[config.mk]
export PLATFORM = sky130hd
export DESIGN_NAME = omlc_ctrl
export DESIGN_NICKNAME = d
export VERILOG_FILES = /design/src/verilog/omlc_pkg.sv /design/src/verilog/omlc_delay_counter.sv /design/src/verilog/omlc_ctrl.sv
export SDC_FILE = /design/constraint.sdc
export NUM_CORES = 1
export LEC_CHECK = 0
export ABC_AREA = 1
export BUFFER_PORTS_ARGS = -buffer_cell sky130_fd_sc_hd__buf_2
export CAP_MARGIN = 20
export CORE_MARGIN = 2
export CORE_UTILIZATION = 47
export DETAILED_ROUTE_END_ITERATION = 16
export GPL_ROUTABILITY_DRIVEN = 0
export GPL_TIMING_DRIVEN = 0
export PLACE_DENSITY = 0.8
export SYNTH_ARGS = -nofsm -noshare
export SYNTH_HDL_FRONTEND = slang
export SYNTH_SLANG_ARGS = --single-unit
[constraint.sdc]
create_clock -name CLOCK -period 2.1 [get_ports CLOCK]
set_input_delay 0.105 -clock CLOCK [delete_from_list [all_inputs] [get_ports CLOCK]]
set_output_delay 0.105 -clock CLOCK [all_outputs]
set_load 0.01 [all_outputs]
[src/verilog/omlc_pkg.sv]
// constants for the low operating mode control bits
`default_nettype none
package omlc_pkg;
  // register width and field positions
  localparam int OMLC_REG_W = 24;
  localparam int OMLC_BURST_BIT = 10;
  localparam int OMLC_PRIO_LSB = 8;
  localparam int OMLC_SWITCH_BIT = 7;
  localparam int OMLC_STOPSEL_BIT = 6;
  localparam int OMLC_RSVD_BIT = 5;
  localparam int OMLC_BUSOFF_BIT = 4;
  localparam int OMLC_MODE_LSB = 0;
  localparam int OMLC_MODE_W = 4;
  // values after reset
  localparam logic OMLC_BURST_RESET = 1'b0;
  localparam logic [1:0] OMLC_PRIO_RESET = 2'h3;
  localparam logic OMLC_SWITCH_RESET = 1'b0;
  localparam logic OMLC_STOPSEL_RESET = 1'b0;
  localparam logic OMLC_BUSOFF_RESET = 1'b0;
  localparam logic [3:0] OMLC_MODE_RESET = 4'h0;
  // core versus dma priority encodings
  localparam logic [1:0] OMLC_PRIO_COMPARE = 2'h0;
  localparam logic [1:0] OMLC_PRIO_DMA_FIRST = 2'h1;
  localparam logic [1:0] OMLC_PRIO_EQUAL = 2'h2;
  localparam logic [1:0] OMLC_PRIO_CORE_FIRST = 2'h3;
  // words per cache miss
  localparam logic [2:0] OMLC_SINGLE_WORDS = 3'h1;
  localparam logic [2:0] OMLC_BURST_WORDS = 3'h4;
  // stop exit delays in clock cycles
  localparam int OMLC_STOP_LONG_CYCLES = 128 * 1024;
  localparam int OMLC_STOP_SHORT_CYCLES = 16;
  localparam int OMLC_DELAY_W = 18;
  // cache fetch sequencer states
  typedef enum logic [0:0] {OMLC_FETCH_IDLE, OMLC_FETCH_BUSY} omlc_fetch_e;
endpackage
`default_nettype wire

[src/verilog/omlc_delay_counter.sv]
// down counter that pulses done a loaded number of cycles after start
`default_nettype none
module omlc_delay_counter #(
  parameter int WIDTH = 18
) (
  input wire logic clk,
  input wire logic rst,
  input wire logic start,
  input wire logic [WIDTH-1:0] load_value,
  output logic busy,
  output logic done
);
  logic [WIDTH-1:0] count;

  // load on start when idle, count down, pulse done on the last step
  always_ff @(posedge clk or posedge rst) begin
    if (rst) begin
      count <= '0;
      done <= 1'b0;
    end else begin
      done <= (count == WIDTH'(1));
      if (start && count == '0) begin
        count <= load_value;
      end else if (count != '0) begin
        count <= count - WIDTH'(1);
      end
    end
  end

  assign busy = (count != '0);
endmodule
`default_nettype wire

[src/verilog/omlc_ctrl.sv]
// low operating mode control bits with fetch, arbitration and stop exit logic
`default_nettype none
// Overview of operation
// burst enable clear: a cache miss fetches exactly one external word
// burst enable set: a cache miss fetches up to four words in a burst
// two-bit core/dma priority field selects bus priority, resets to 11
// field 00: compare core priority bits with active dma channel priority
// field 01: dma requests win over core requests
// field 10: dma and core requests share equal priority
// field 11: core requests win over dma requests
// memory switch mode lends part of data memory to program ram
// cache always sits at top of program ram, moving with switch mode
// software places six no-ops after changing memory switch mode
// software never sets switch mode while the cache is enabled
// stop delay select clear: stop exit waits 128K cycles
// stop delay select set: stop exit waits 16 cycles
// software writes zero to reserved bit 5, which resets to zero
// external bus off set disables external bus and all external accesses
// hardware reset clears external bus off
// reset loads chip mode bits from the four mode pins, high to bit 3
// after reset the chip mode bits are writable and hold the value
// reads return every control bit, reserved bit reading zero
module omlc_ctrl import omlc_pkg::*; #(
  parameter int STOP_LONG_CYCLES = OMLC_STOP_LONG_CYCLES,
  parameter int PRAM_BASE_WORDS = 4096,
  parameter int SWITCH_WORDS = 2048,
  parameter int CACHE_WORDS = 1024,
  parameter int ADDR_W = 16
) (
  input wire logic CLOCK,
  input wire logic RST,
  input wire logic REG_WR_EN,
  input wire logic [OMLC_REG_W-1:0] REG_WR_DATA,
  output logic [OMLC_REG_W-1:0] REG_RD_DATA,
  input wire logic MODE_PIN_HIGH,
  input wire logic MODE_PIN_TWO,
  input wire logic MODE_PIN_ONE,
  input wire logic MODE_PIN_LOW,
  output logic [OMLC_MODE_W-1:0] CHIP_MODE_BITS,
  output logic MEMORY_SWITCH_MODE,
  output logic [ADDR_W-1:0] PRAM_WORDS,
  output logic [ADDR_W-1:0] CACHE_BASE_ADDR,
  output logic EXT_BUS_ENABLE,
  input wire logic CACHE_MISS,
  output logic FETCH_REQ,
  input wire logic FETCH_ACK,
  output logic FETCH_DONE,
  input wire logic CORE_BUS_REQ,
  input wire logic DMA_BUS_REQ,
  input wire logic [1:0] CORE_PRIORITY_FIELD,
  input wire logic [1:0] DMA_CHANNEL_PRIORITY,
  output logic CORE_BUS_GRANT,
  output logic DMA_BUS_GRANT,
  input wire logic STOP_EXIT,
  output logic STOP_WAITING,
  output logic CORE_RESUME
);
  logic burst_fetch_enable;
  logic [1:0] core_dma_priority_select;
  logic memory_switch_mode;
  logic stop_delay_select;
  logic external_bus_off;
  logic [OMLC_MODE_W-1:0] chip_mode_bits;
  logic mode_load_pending;
  omlc_fetch_e fetch_state;
  logic [2:0] words_left;
  logic rr_dma_turn;
  logic core_win;
  logic delay_busy;
  logic [OMLC_DELAY_W-1:0] delay_load;

  ////////////////////////////////////////////////////////////////////////////
  // control register

  // control bits, written by software
  always_ff @(posedge CLOCK or posedge RST) begin
    if (RST) begin
      burst_fetch_enable <= OMLC_BURST_RESET;
      core_dma_priority_select <= OMLC_PRIO_RESET;
      memory_switch_mode <= OMLC_SWITCH_RESET;
      stop_delay_select <= OMLC_STOPSEL_RESET;
      external_bus_off <= OMLC_BUSOFF_RESET;
    end else if (REG_WR_EN) begin
      burst_fetch_enable <= REG_WR_DATA[OMLC_BURST_BIT];
      core_dma_priority_select <= REG_WR_DATA[OMLC_PRIO_LSB +: 2];
      memory_switch_mode <= REG_WR_DATA[OMLC_SWITCH_BIT];
      stop_delay_select <= REG_WR_DATA[OMLC_STOPSEL_BIT];
      external_bus_off <= REG_WR_DATA[OMLC_BUSOFF_BIT];
    end
  end

  // mode pins caught at the first edge after reset release
  always_ff @(posedge CLOCK or posedge RST) begin
    if (RST) begin
      mode_load_pending <= 1'b1;
      chip_mode_bits <= OMLC_MODE_RESET;
    end else begin
      mode_load_pending <= 1'b0;
      if (mode_load_pending) begin
        chip_mode_bits <= {MODE_PIN_HIGH, MODE_PIN_TWO, MODE_PIN_ONE, MODE_PIN_LOW};
      end else if (REG_WR_EN) begin
        chip_mode_bits <= REG_WR_DATA[OMLC_MODE_LSB +: OMLC_MODE_W];
      end
    end
  end

  // read back, reserved and upper bits zero
  always_comb begin
    REG_RD_DATA = '0;
    REG_RD_DATA[OMLC_BURST_BIT] = burst_fetch_enable;
    REG_RD_DATA[OMLC_PRIO_LSB +: 2] = core_dma_priority_select;
    REG_RD_DATA[OMLC_SWITCH_BIT] = memory_switch_mode;
    REG_RD_DATA[OMLC_STOPSEL_BIT] = stop_delay_select;
    REG_RD_DATA[OMLC_RSVD_BIT] = 1'b0;
    REG_RD_DATA[OMLC_BUSOFF_BIT] = external_bus_off;
    REG_RD_DATA[OMLC_MODE_LSB +: OMLC_MODE_W] = chip_mode_bits;
  end

  assign CHIP_MODE_BITS = chip_mode_bits;
  assign MEMORY_SWITCH_MODE = memory_switch_mode;
  assign EXT_BUS_ENABLE = ~external_bus_off;

  ////////////////////////////////////////////////////////////////////////////
  // program ram map

  // ram grows by the switched words, cache stays at the top
  always_ff @(posedge CLOCK or posedge RST) begin
    if (RST) begin
      PRAM_WORDS <= ADDR_W'(PRAM_BASE_WORDS);
      CACHE_BASE_ADDR <= ADDR_W'(PRAM_BASE_WORDS - CACHE_WORDS);
    end else if (memory_switch_mode) begin
      PRAM_WORDS <= ADDR_W'(PRAM_BASE_WORDS + SWITCH_WORDS);
      CACHE_BASE_ADDR <= ADDR_W'(PRAM_BASE_WORDS + SWITCH_WORDS - CACHE_WORDS);
    end else begin
      PRAM_WORDS <= ADDR_W'(PRAM_BASE_WORDS);
      CACHE_BASE_ADDR <= ADDR_W'(PRAM_BASE_WORDS - CACHE_WORDS);
    end
  end

  ////////////////////////////////////////////////////////////////////////////
  // cache miss fetch sequencer

  // one word or a four word burst per miss, none while the bus is off
  always_ff @(posedge CLOCK or posedge RST) begin
    if (RST) begin
      fetch_state <= OMLC_FETCH_IDLE;
      words_left <= 3'h0;
      FETCH_DONE <= 1'b0;
    end else begin
      FETCH_DONE <= 1'b0;
      case (fetch_state)
        OMLC_FETCH_IDLE: begin
          if (CACHE_MISS && !external_bus_off) begin
            words_left <= burst_fetch_enable ? OMLC_BURST_WORDS : OMLC_SINGLE_WORDS;
            fetch_state <= OMLC_FETCH_BUSY;
          end
        end
        OMLC_FETCH_BUSY: begin
          if (FETCH_ACK) begin
            words_left <= words_left - 3'h1;
            if (words_left == 3'h1) begin
              FETCH_DONE <= 1'b1;
              fetch_state <= OMLC_FETCH_IDLE;
            end
          end
        end
        default: fetch_state <= OMLC_FETCH_IDLE;
      endcase
    end
  end

  assign FETCH_REQ = (fetch_state == OMLC_FETCH_BUSY) && !external_bus_off;

  ////////////////////////////////////////////////////////////////////////////
  // core versus dma external bus arbitration

  // pick the winner when both request
  always_comb begin
    case (core_dma_priority_select)
      OMLC_PRIO_COMPARE: begin
        if (CORE_PRIORITY_FIELD != DMA_CHANNEL_PRIORITY) begin
          core_win = CORE_PRIORITY_FIELD > DMA_CHANNEL_PRIORITY;
        end else begin
          core_win = !rr_dma_turn;
        end
      end
      OMLC_PRIO_DMA_FIRST: core_win = 1'b0;
      OMLC_PRIO_EQUAL: core_win = !rr_dma_turn;
      OMLC_PRIO_CORE_FIRST: core_win = 1'b1;
      default: core_win = 1'b1;
    endcase
  end

  assign CORE_BUS_GRANT = !external_bus_off && CORE_BUS_REQ && (!DMA_BUS_REQ || core_win);
  assign DMA_BUS_GRANT = !external_bus_off && DMA_BUS_REQ && (!CORE_BUS_REQ || !core_win);

  // alternate turns after each contested grant
  always_ff @(posedge CLOCK or posedge RST) begin
    if (RST) begin
      rr_dma_turn <= 1'b0;
    end else if (CORE_BUS_GRANT && DMA_BUS_REQ) begin
      rr_dma_turn <= 1'b1;
    end else if (DMA_BUS_GRANT && CORE_BUS_REQ) begin
      rr_dma_turn <= 1'b0;
    end
  end

  ////////////////////////////////////////////////////////////////////////////
  // stop exit delay

  assign delay_load = stop_delay_select ? OMLC_DELAY_W'(OMLC_STOP_SHORT_CYCLES)
                                        : OMLC_DELAY_W'(STOP_LONG_CYCLES);

  omlc_delay_counter #(
    .WIDTH(OMLC_DELAY_W)
  ) u_stop_delay (
    .clk(CLOCK),
    .rst(RST),
    .start(STOP_EXIT),
    .load_value(delay_load),
    .busy(delay_busy),
    .done(CORE_RESUME)
  );

  assign STOP_WAITING = delay_busy;
endmodule
`default_nettype wire

# Word-level counts from Yosys, hierarchy flattened
# Index checks and enable logic that the tools add are counted.
# word_totals
word_cells,73
out_inout_bits,68
register_bits,68
inputBits,40
# classes
magnitude_cmp,1
n_mux,22
n_reduce_logical,23
n_addsub,2
eq_ne,8
bitwise_logic,2
# op_table
cell,count
18-bit 2-to-1 mux,3
"18-bit by 1-bit == test with 1-bit output, second input constant",1
18-bit logical NOT,1
18-bit nonzero test,1
"18-bit by 1-bit subtractor with 18-bit output, second input constant",1
13-bit 2-to-1 mux,1
12-bit 2-to-1 mux,1
1-bit logical AND,9
1-bit 2-to-1 mux,9
3-bit 2-to-1 mux,3
4-bit 2-to-1 mux,2
3-bit case mux with 2 select lines,1
2-bit nonzero test,3
1-bit logical NOT,5
"2-bit == test, second input constant",2
"2-bit != test, second input constant",2
1-bit case mux with 4 select lines,1
"3-bit by 1-bit == test with 1-bit output, second input constant",1
"3-bit by 1-bit subtractor with 3-bit output, second input constant",1
"2-bit by 1-bit == test with 1-bit output, second input constant",1
2-bit > comparator,1
2-bit logical NOT,1
1-bit logical OR,2
2-bit != test,1
3 further kinds,4

# Logic depth before layout (Yosys ltp)
# Gate-level depths: netlist (run 1).
# depth
depth_word,9
mapped_depth,9
depth_no_buf,9

# By module
# Synthesis (run 1) repeated with hierarchy kept, for this count alone.
# unflattened
cells_unflattened,325
hier_area_um2,2558.7
# by_module_without_submodules
mod,area_each_um2,cells_per_inst,seq_area_each_um2,instances
omlc_ctrl,1315.0,158,480.5,1
omlc_delay_counter,1243.7,167,475.5,1

# Worst setup path after synthesis (run 1)
# OpenSTA, ideal clock, no wires.
# synth_timing
kind,register to register
start,register u_stop_delay.count[0]
end,register u_stop_delay.count[2]
setup_ps,118
required_ps,1982
path_buffers,1
slack_ps,580
arrival_ps,1403
path_stages_with_launch,9
period_less_slack_ps,1520
path_cell_list,dfrtp_1 -> inv_1 -> ha_1 -> nand2_2 -> nor2_4 -> nand3_4 -> buf_6 -> a21oi_1 -> nor2_1
# synth_between
elab_cells_between_ends,7
classes_between,add/sub (1); mux (2); reduce/logical (4)
# synth_lines
element,line,rtl
from (decl),omlc_delay_counter.sv:13,logic [WIDTH-1:0] count;
from (signal assigned),omlc_delay_counter.sv:23,count <= load_value;
from (signal assigned),omlc_delay_counter.sv:25,count <= count - WIDTH'(1);
18-bit nonzero test,n/a,
named net STOP_WAITING,omlc_ctrl.sv:55,"output logic STOP_WAITING,"
2-bit nonzero test (no line),n/a,
# The timed path passes the listed nets, and every way through them passes these cells. The select of a mux whose other input is x is not followed.
# A chain may end at the register's enable or synchronous reset.

# Worst setup path after layout (run 1)
# layout_timing
start,register u_stop_delay.count[0]
end,output STOP_WAITING
# layout_between
elab_chain_cells,1
# layout_rtl
element,line,rtl
18-bit nonzero test,omlc_delay_counter.sv:30,assign busy = (count != '0);
to (decl),omlc_ctrl.sv:55,
# Every way passes these cells.

==> metrics.md, run 1 <==
| Metric | Value |
|---|---|
| Status | `finished clean` |
| Clock buffer count from CTS | `5` |
| Filler cells | `roughly 440` |
| Die footprint | `approximately 0.0056 mm²` |
| Max-capacitance violation count | `0` |
| Worst ir drop on vdd | `approximately 470 µV` |
| Leak Pwr | `roughly 1.7 nW` |
| Starting Density | `0.497` |
| Switching pwr | `roughly 550 µW` |
| Max-slew violations | `0` |
| Post-synth EDFFs | `0` |
| Layout Skew | `roughly 5.8 ps` |
| CP arrival | `roughly 1900 ps` |
| Worst min path class | `input pin to flip-flop` |
| Num ports | `~110` |
| CTS Buffer Depth | `2` |
| Crit path required time | `2000 ps` |
| GRT overflow | `0` |
| Largest cells by area after synthesis | `dfrtp_1, buf_4, nand2_1` |
| Clk sinks | `38` |
| First-pass GRT wire length | `between 7 and 8 mm` |
| Core Area | `0.00479 mm²` |
| Post-route ant nets | `0` |
| Share of layout cells above drive strength 1 | `0.317` |
| NumNets Final | `between 400 and 500` |
| DR iter-0 viols | `67` |
| Crit path buffers/inverters | `3` |
| DP HPWL | `3.54 mm` |
| Slowest cell on crit path | `dfrtp_1` |
| Flops & latches, synth | `38` |
| Quantity of I/O buffers inserted on ports | `50` |
| Final cell count without fillers | `approximately 470` |
| Site row count | `25` |
| Clock root buffer | `clkbuf_8` |
| Count of cell types in the netlist | `30` |
| Fraction of registers with async set/reset | `1.00` |
| Vias | `1,989` |
| R2r setup slk | `~380 ps` |
| Cells after Synth | `between 300 and 400` |
| Routed wire per std cell | `a little under 10 µm` |
| Setup_tns | `0 ps` |
| Die Y | `~75 µm` |
| CTS tree | `built` |
| Largest area contributor in the netlist | `dfrtp_1` |
| Sequential share of the synthesized area | `0.402` |
| Diodes inserted | `0` |
| Max FO, Critical Path | `10` |
| Inst Count DP | `around 460` |
| Vias in the first global route | `roughly 1,800` |
| Sequential Power Share | `0.445` |
| Switching Fraction | `0.286` |
| Pin count of the biggest net entering global routing | `39` |
| Initial antenna violation count | `0` |
| Final setup viols | `0` |
| Syn Area/Cell | `just under 8 µm²` |
| Worst-Margin Slew | `772 ps` |
| Worst setup SP type | `flip-flop` |
| Clock Power Share | `0.325` |
| Max incr delay on CP | `approximately 440 ps` |
| Pwr dens | `between 600 and 700 mW/mm²` |
| Share of the synthesized area in the top cell type | `0.358` |
| Wirelength, routed | `around 4.5 mm` |
| Worst-path cell chain | `inv_1 -> ha_1 -> nand2_2 -> nor2_4 -> nand3_4 -> buf_6 -> buf_2` |
| TritonRoute pass-1 iters | `4` |
| Combinational Power Share | `0.230` |
| Final Hold Viols | `0` |
| Fmax | `between 0.5 and 0.6 GHz` |
| Die W | `about 75 µm` |
| GRT Overall Usage | `0.172` |
| Setup repair bufs after CTS | `0` |
| Synth warnings | `0` |
| Int Pwr | `around 1.4 mW` |
| Tcrit/Tclk final | `0.938` |
| DRC | `0` |
| Synth Flop Type | `dfrtp_1` |
| Post-CTS sizing | `0` |
| Critical Path End Type | `output port` |
| Slew margin rel. | `0.485` |
| Leading cell type in the layout, fill and taps excluded | `buf_4` |
| Vias per cell | `about 4.2` |
| RSZ-0062 raised after global routing | `false` |
| Syn-to-layout area delta | `26.2%` |
| Minimum clock period | `approximately 2000 ps` |
| Worst-Skew Late Latency | `slightly below 300 ps` |
| Family with the most delay on the worst path | `buffers and inverters` |
| Worst-path clk slew | `~80 ps` |
| CP Class | `flip-flop to output port` |
| Most frequent cells in the layout | `buf_4, nand2_1, buf_2` |
| Post-Syn Area | `about 0.0024 mm²` |
| Hold buffers post-CTS | `1` |
| H-tree level count | `2` |
-- synth_stat cells, types with 2 or more instances --
cell and number:
ha_1 6, dfrtp_1 34, o21ai_0 8, nand3_1 22, buf_4 52, conb_1 2
nor2_4 3, o21ai_1 2, nor2_2 5, o22ai_1 6, xor2_1 3, nand4_1 5
inv_1 38, dfstp_2 4, nor2_1 37, a21oi_1 7, nand2_1 51, nor3_1 5
-- state kept, by name, summed over array words and instances, names as in the netlist, 2 cells and up --
signal                    flops
u_stop_delay.count           18
core_dma_priority_select      2
CHIP_MODE_BITS                4
words_left                    3
-- final timing paths --
| kind | from | to | cells after the start |
|---|---|---|---|
| max | u_stop_delay.count[0] | STOP_WAITING | 7 |
| min | REG_WR_EN | core_dma_priority_select[0] | 2 |
| max reg2reg | u_stop_delay.count[0] | u_stop_delay.count[2] | 8 |
| min reg2reg | MEMORY_SWITCH_MODE | PRAM_WORDS[11] | 0 |
| max in group asynchronous | RST | u_stop_delay.done | 3 |
| min in group asynchronous | RST | FETCH_DONE | 3 |
-- metrics by stage --
step,hold WS (ps),instance area [µm²],utilization,total power [mW],worst slack (ps)
final,24.9,3000,0.627,1.92,130
after global routing,21.3,3000,0.627,2.03,33.3
after CTS,1.06,2990,0.625,1.93,133
after detailed placement,308,2870,0.599,1.30,433
after global placement,291,2870,0.599,1.29,456
after floorplan,179,2530,-,1.18,580
-- layer usage --
| metal | share of wire | wire (µm) | vias up | track usage |
|---|---|---|---|---|
| li1 | - | - | 1057 | - |
| met1 | 0.45 | 2020 | 874 | 0.214 |
| met2 | 0.49 | 2230 | 50 | 0.300 |
| met3 | 0.050 | 226 | 8 | 0.0415 |
| met4 | 0.013 | 57 | 0 | 0.0456 |
| met5 | 0 | 0 | - | 0 |
-- layout make-up --
type / count / area (µm²) / area share
Multi-Input combinational cell: 213 / 1030 / 0.343
Inverter: 39 / 146 / 0.0488
Timing Repair Buffer: 52 / 270 / 0.0901
Clock inverter: 2 / 37.5 / 0.0125
Sequential cell: 38 / 956 / 0.319
Tap cell: 67 / 83.8 / 0.0280
Buffer: 54 / 405 / 0.135
Clock buffer: 6 / 72.6 / 0.0242
-- cells by family (layout without fill, tap and decap cells) --
group / count (synthesis) / in the layout / synth area share
AND/OR/NAND/NOR: 133 / 133 / 0.254
buffers and inverters: 93 / 153 / 0.232
flip-flops: 38 / 38 / 0.402
AO/OA/AOI/OAI: 26 / 26 / 0.0621
adder cells (fa/ha/maj): 6 / 6 / 0.0316
XOR/XNOR: 4 / 4 / 0.0147
other: 2 / 44 / 0.00316
-- power by group through the flow --
stage	combinational [mW]	sequential (mW)	clock, mW
after floorplan	0.317	0.867	0
after global placement	0.426	0.864	0
after detailed placement	0.438	0.865	0
after CTS	0.440	0.852	0.636
after global routing	0.503	0.862	0.666
final	0.441	0.852	0.623
Power figures use the tool's default switching activity.
==> run 2: changes to the inputs <==
Settings changed: BUFFER_PORTS_ARGS -buffer_cell sky130_fd_sc_hd__buf_2 to not set, CORE_UTILIZATION 47 to 35, DONT_BUFFER_PORTS set to 1, PLACE_DENSITY 0.8 to 0.49.
==> run 2 against run 1 <==
  * Sequential power up 2%
  * Die area up 32%
  * Clock skew down 1.7 ps
  * Critical path depth down 1
  * Worst hold slack better by 18 ps
  * Via count down 5.8%
  * Clock power up 26%
  * Non-clock buffer count down 33
  * Register-to-register slack better by 30 ps
  * Routed wire length up 2.5%
  * Combinational power down 11%
  * Critical endpoint unchanged
  * Largest cell class unchanged
  * Largest power group unchanged
  * Highest routed layer unchanged
==> metrics.md, run 2 (synthesis gave the netlist of run 1 again) <==
| Metric | Value |
|---|---|
| Setup repair bufs after CTS | `0 (unchanged)` |
| H-tree level count | `2 (unchanged)` |
| Max incr delay on CP | `420 ps (-20 ps)` |
| Core Area | `0.00668 mm² (+40%)` |
| Clock root buffer | `clkbuf_8` |
| Worst-path cell chain | `inv_1 -> ha_1 -> nand2_2 -> nor2_4 -> nand3_4 -> buf_6` |
| Site row count | `30 (+20%)` |
| RSZ-0062 raised after global routing | `false` |
| CTS Buffer Depth | `2 (unchanged)` |
| Worst-Skew Late Latency | `290 ps (about the same)` |
| Tcrit/Tclk final | `0.859 (-0.0791)` |
| Max FO, Critical Path | `10 (unchanged)` |
| Clk sinks | `38 (unchanged)` |
| Crit path required time | `2000 ps (about the same)` |
| Area of the multi-input gates | `0.00103 mm² (unchanged)` |
| Worst min path class | `input pin to flip-flop` |
| Share of layout cells above drive strength 1 | `0.213 (-0.104)` |
| GRT overflow | `0 (unchanged)` |
| Vias | `1,874 (-5.8%)` |
| Slowest cell on crit path | `dfrtp_1` |
| CP arrival | `1700 ps (-170 ps)` |
| Pwr dens | `687 mW/mm² (+7.6%)` |
| Syn-to-layout area delta | `24.8%` |
| CP Class | `flip-flop to output port` |
| Status | `finished clean` |
| First-pass GRT wire length | `7.73 mm (+1.7%)` |
| Leading cell type in the layout, fill and taps excluded | `buf_4` |
| DR top layer | `met4` |
| Wire length on met2 | `2.26 mm (+1.3%)` |
| Fmax | `0.554 GHz (+9.2%)` |
| Minimum clock period | `1800 ps (-166 ps)` |
| DP HPWL | `3.52 mm (-0.82%)` |
| Met3 wire len | `252 µm (+12%)` |
| Critical Path End Type | `output port` |
| Diodes inserted | `0 (unchanged)` |
| Pin count of the biggest net entering global routing | `39 (unchanged)` |
| WL met1 | `2.11 mm (+4.4%)` |
| Setup_tns | `0 ps (unchanged)` |
| Final Hold Viols | `0 (unchanged)` |
| Starting Density | `0.356 (-0.141)` |
| Post-route ant nets | `0 (unchanged)` |
| Max-capacitance violation count | `0 (unchanged)` |
| Wirelength, routed | `4.64 mm (+2.5%)` |
| DR iter-0 viols | `92 (+37%)` |
| Biggest register | `u_stop_delay.count` |
| DRC | `0 (unchanged)` |
| FF/Latch Area | `956 µm² (unchanged)` |
| Vias in the first global route | `1,732 (-5.7%)` |
| CTS tree | `built` |
| Num ports | `108 (unchanged)` |
| Slew margin rel. | `0.461 (-0.0238)` |
| Post-layout util | `0.444 (-0.182)` |
| Worst ir drop on vdd | `464 µV (-0.24%)` |
| Max-slew violations | `0 (unchanged)` |
| Worst-path clk slew | `80 ps (about the same)` |
| Most frequent cells in the layout | `buf_4, nand2_1, conb_1` |
| Clock buffer count from CTS | `5 (unchanged)` |
| GRT Overall Usage | `0.130 (-0.0422)` |
| Die footprint | `0.00747 mm² (+32%)` |
| Worst-Margin Slew | `808 ps (+35.6 ps)` |
| Vias per cell | `4.16 (-1.6%)` |
| Max FFs per register | `18 (unchanged)` |
| Layout Skew | `4.18 ps (-1.66 ps)` |
| Initial antenna violation count | `0 (unchanged)` |
| NumNets Final | `416 (-7.3%)` |
| Routed wire per std cell | `10.3 µm (+7.1%)` |
| Die W | `86.4 µm (+15%)` |
| Leak Pwr | `1.56 nW (-6.6%)` |
| TritonRoute pass-1 iters | `4 (unchanged)` |
| Final setup viols | `0 (unchanged)` |
| Worst setup SP type | `flip-flop` |
| Quantity of I/O buffers inserted on ports | `0 (-100%)` |
| Filler cells | `668 (+51%)` |
| Die Y | `86.4 µm (+15%)` |
-- run 2: power by group --
| group | leakage (nW) | internal, mW | switching [mW] |
|---|---|---|---|
| sequential | 0.419 | 0.805 | 0.0604 |
| clock | 0.0714 | 0.507 | 0.275 |
| combinational | 1.07 | 0.187 | 0.206 |
| total | 1.56 | 1.50 | 0.541 |
-- run 2: final timing paths --
check | start | end | slack (ps) | depth (start not counted)
hold reg to reg | MEMORY_SWITCH_MODE | PRAM_WORDS[11] | 500 | 0
max in group asynchronous | RST | stop_delay_select | 1140 | 2
min in group asynchronous | RST | fetch_state | 430 | 2
setup reg to reg | u_stop_delay.count[0] | u_stop_delay.count[2] | 410 | 8
setup / recovery | u_stop_delay.count[0] | STOP_WAITING | 300 | 6
hold / removal | CORE_BUS_REQ | rr_dma_turn | 40 | 4
-- run 2: worst max-delay path: cells and delay by family (launching register included) --
kind	cells	cell delay, ps
adders and majority gates	1	240
buffers and inverters	2	320
DFF	1	420
and+or+nand+nor	3	430
-- run 2: layer usage --
layer	GRT usage	up-vias
met1	0.170	836
li1	-	988
met4	0.0426	0
met3	0.0333	4
met2	0.210	46
met5	0	-
-- run 2: final cells by class --
type | count | area share
clock buffers | 6 | 0.0278
repair buffers | 19 | 0.0641
plain buffers | 54 | 0.137
clock inverters | 2 | 0.0202
multi-input cells | 213 | 0.346
inverters | 39 | 0.0493
flip-flops and latches | 38 | 0.322
well taps | 80 | 0.0337
-- run 2: through the flow --
step / setup WS (ps) / instance area, µm² / std cells / hold slack, ps / power [mW]
after floorplan: 580 / 2530 / 344 / 179 / 1.18
after global placement: 418 / 2640 / 424 / 182 / 1.24
after detailed placement: 409 / 2640 / 424 / 199 / 1.24
after CTS: 280 / 2970 / 451 / 34.6 / 2.07
after global routing: 179 / 2970 / 451 / 57.1 / 2.16
final: 296 / 2970 / 451 / 43.0 / 2.04
-- run 2: repair_timing --
action                    4_1_cts  5_1_grt
hold buffers                   19        0
gates resized for setup         0        0
hold endpoints to repair       55        0
==> run 3: changes to the inputs <==
Settings changed: CORE_ASPECT_RATIO set to 1.2, RECOVER_POWER set to 50.
==> run 3 against run 2 <==
  * Worst hold slack worse by 4.3 ps
  * Clock skew is 1.7 ps higher
  * The run now ends with capacitance limit left
  * Register-to-register slack worse by 30 ps
  * Non-clock buffer count stayed put
  * Sequential cell count stayed put
  * First-iteration DRC count is 45% lower
  * Global-route usage is 0.94 points higher
  * Die area hardly changed
  * Sequential share of layout area is 0.30 points higher
  * Highest routed layer unchanged
  * Routed wire length is 6.4% higher
  * Count of clock-buffer cells in the layout stayed put
==> metrics.md, run 3 (synthesis gave the netlist of run 1 again) <==
| Metric | Value |
|---|---|
| GRT Overall Usage | `0.140 (+0.00937)` |
| Max FO, Critical Path | `10 (unchanged)` |
| Vias per cell | `4.19 (+0.75%)` |
| Worst-Margin Slew | `1480 ps (+672 ps)` |
| Biggest register | `u_stop_delay.count` |
| Site row count | `32 (+6.7%)` |
| NumNets Final | `416 (unchanged)` |
| Num ports | `108 (unchanged)` |
| DRC | `0 (unchanged)` |
| Vias in the first global route | `1,818 (+5.0%)` |
| Violations in the final reports | `capacitance limit` |
| Vias | `1,909 (+1.9%)` |
| TritonRoute pass-1 iters | `5 (+1)` |
| Die Y | `94.3 µm (+9.1%)` |
| CP Class | `flip-flop to output port` |
| Crit path required time | `2000 ps (about the same)` |
| Leak Pwr | `1.52 nW (-2.1%)` |
| Critical Path End Type | `output port` |
| Worst min path class | `input pin to flip-flop` |
| Final Hold Viols | `0 (unchanged)` |
| Slew margin rel. | `0.0123 (-0.449)` |
| Syn-to-layout area delta | `23.7%` |
| Share of layout cells above drive strength 1 | `0.178 (-0.0350)` |
| Pre-CTS WS | `377 ps (-32.2 ps)` |
| Worst-Skew Late Latency | `290 ps (about the same)` |
| Status | `finished, violations left` |
| Tcrit/Tclk final | `0.870 (+0.0112)` |
| Pin count of the biggest net entering global routing | `39 (unchanged)` |
| Worst ir drop on vdd | `377 µV (-19%)` |
| Worst-path clk slew | `80 ps (about the same)` |
| Pwr dens | `689 mW/mm² (+0.20%)` |
| Diodes inserted | `0 (unchanged)` |
| Routed wire per std cell | `10.8 µm (+5.2%)` |
| Worst setup SP type | `flip-flop` |
| Clock root buffer | `clkbuf_8` |
| GRT overflow | `0 (unchanged)` |
| Quantity of I/O buffers inserted on ports | `0 (unchanged)` |
| DP HPWL | `3.66 mm (+4.2%)` |
| DR iter-0 viols | `51 (-45%)` |
| Post-CTS sizing | `0 (unchanged)` |
| Leading cell type in the layout, fill and taps excluded | `nand2_1` |
| CP arrival | `1720 ps (+20 ps)` |
| Layout Skew | `5.92 ps (+1.73 ps)` |
| Max FFs per register | `18 (unchanged)` |
| Clock buffer count from CTS | `5 (unchanged)` |
| Die W | `79.2 µm (-8.3%)` |
| Die footprint | `0.00747 mm² (about the same)` |
| Core Area | `0.00649 mm² (-2.9%)` |
| Max-slew violations | `0 (unchanged)` |
| Final setup margin | `273 ps (-23.6 ps)` |
| Starting Density | `0.367 (+0.0107)` |
| Most frequent cells in the layout | `nand2_1, conb_1, buf_4` |
| Wirelength, routed | `4.94 mm (+6.4%)` |
| Fmax | `0.547 GHz (-1.3%)` |
| CTS tree | `built` |
| RSZ-0062 raised after global routing | `false` |
| Max-capacitance violation count | `1 (+1)` |
| First-pass GRT wire length | `8.28 mm (+7.1%)` |
| CTS Buffer Depth | `2 (unchanged)` |
| Post-route ant nets | `0 (unchanged)` |
| Initial antenna violation count | `0 (unchanged)` |
| Setup repair bufs after CTS | `0 (unchanged)` |
| Final setup viols | `0 (unchanged)` |
| Setup_tns | `0 ps (unchanged)` |
| Clk sinks | `38 (unchanged)` |
| Minimum clock period | `1830 ps (+23.6 ps)` |
| H-tree level count | `2 (unchanged)` |
run 3: metal layers:
layer | track usage | vias to the layer above | share of wire
met1 | 0.164 | 864 | 0.40
met2 | 0.251 | 51 | 0.53
met3 | 0.0375 | 6 | 0.058
li1 | - | 988 | -
met5 | 0 | - | 0
met4 | 0.0345 | 0 | 0.011
run 3: timing repair:
item / 4_1_cts / 5_1_grt
endpoints found under the hold margin: 56 / 0
hold buffers: 19 / 0
setup endpoints to repair: 0 / 0
run 3: worst max-delay path: stages, from the launching register on:
cell,delay (ps)
dfrtp_1,440
inv_1,140
ha_1,240
nand2_2,100
nor2_4,180
nand3_4,150
buf_6,190
run 3: final cells by class:
type,count,area [µm²]
buffer,54,372
inverter,39,146
fill,664,3550
multi-input combinational,213,1030
timing repair buffer,19,190
sequential,38,956
tap,85,106
clock buffer,6,82.6
clock inverter,2,60.1
run 3: through the flow:
step | cell area [µm²] | util | hold slack (ps) | power (mW) | instances
2_1_floorplan | 2530 | - | 179 | 1.18 | 344
3_3_place_gp | 2640 | 0.407 | 181 | 1.24 | 429
3_5_place_dp | 2640 | 0.407 | 199 | 1.24 | 429
4_1_cts | 2970 | 0.459 | 30.1 | 2.07 | 456
5_1_grt | 2940 | 0.453 | 67.6 | 2.15 | 456
6_report | 2940 | 0.453 | 38.7 | 2.03 | 456
run 3: path summary, 6_finish.rpt:
path,startpoint,endpoint,slack [ps],cells after the start
setup / recovery,u_stop_delay.count[0],STOP_WAITING,270,6
hold / removal,CORE_BUS_REQ,rr_dma_turn,40,4
setup reg to reg,u_stop_delay.count[0],u_stop_delay.count[2],380,8
hold reg to reg,MEMORY_SWITCH_MODE,PRAM_WORDS[11],490,0
max in group asynchronous,RST,u_stop_delay.count[11],510,2
min in group asynchronous,RST,FETCH_DONE,710,2
run 3: report_power, final:
group	switching, mW	total (mW)	internal [mW]
logic	0.206	0.380	0.174
registers	0.0623	0.865	0.803
clock network	0.272	0.779	0.507
total	0.540	2.03	1.48
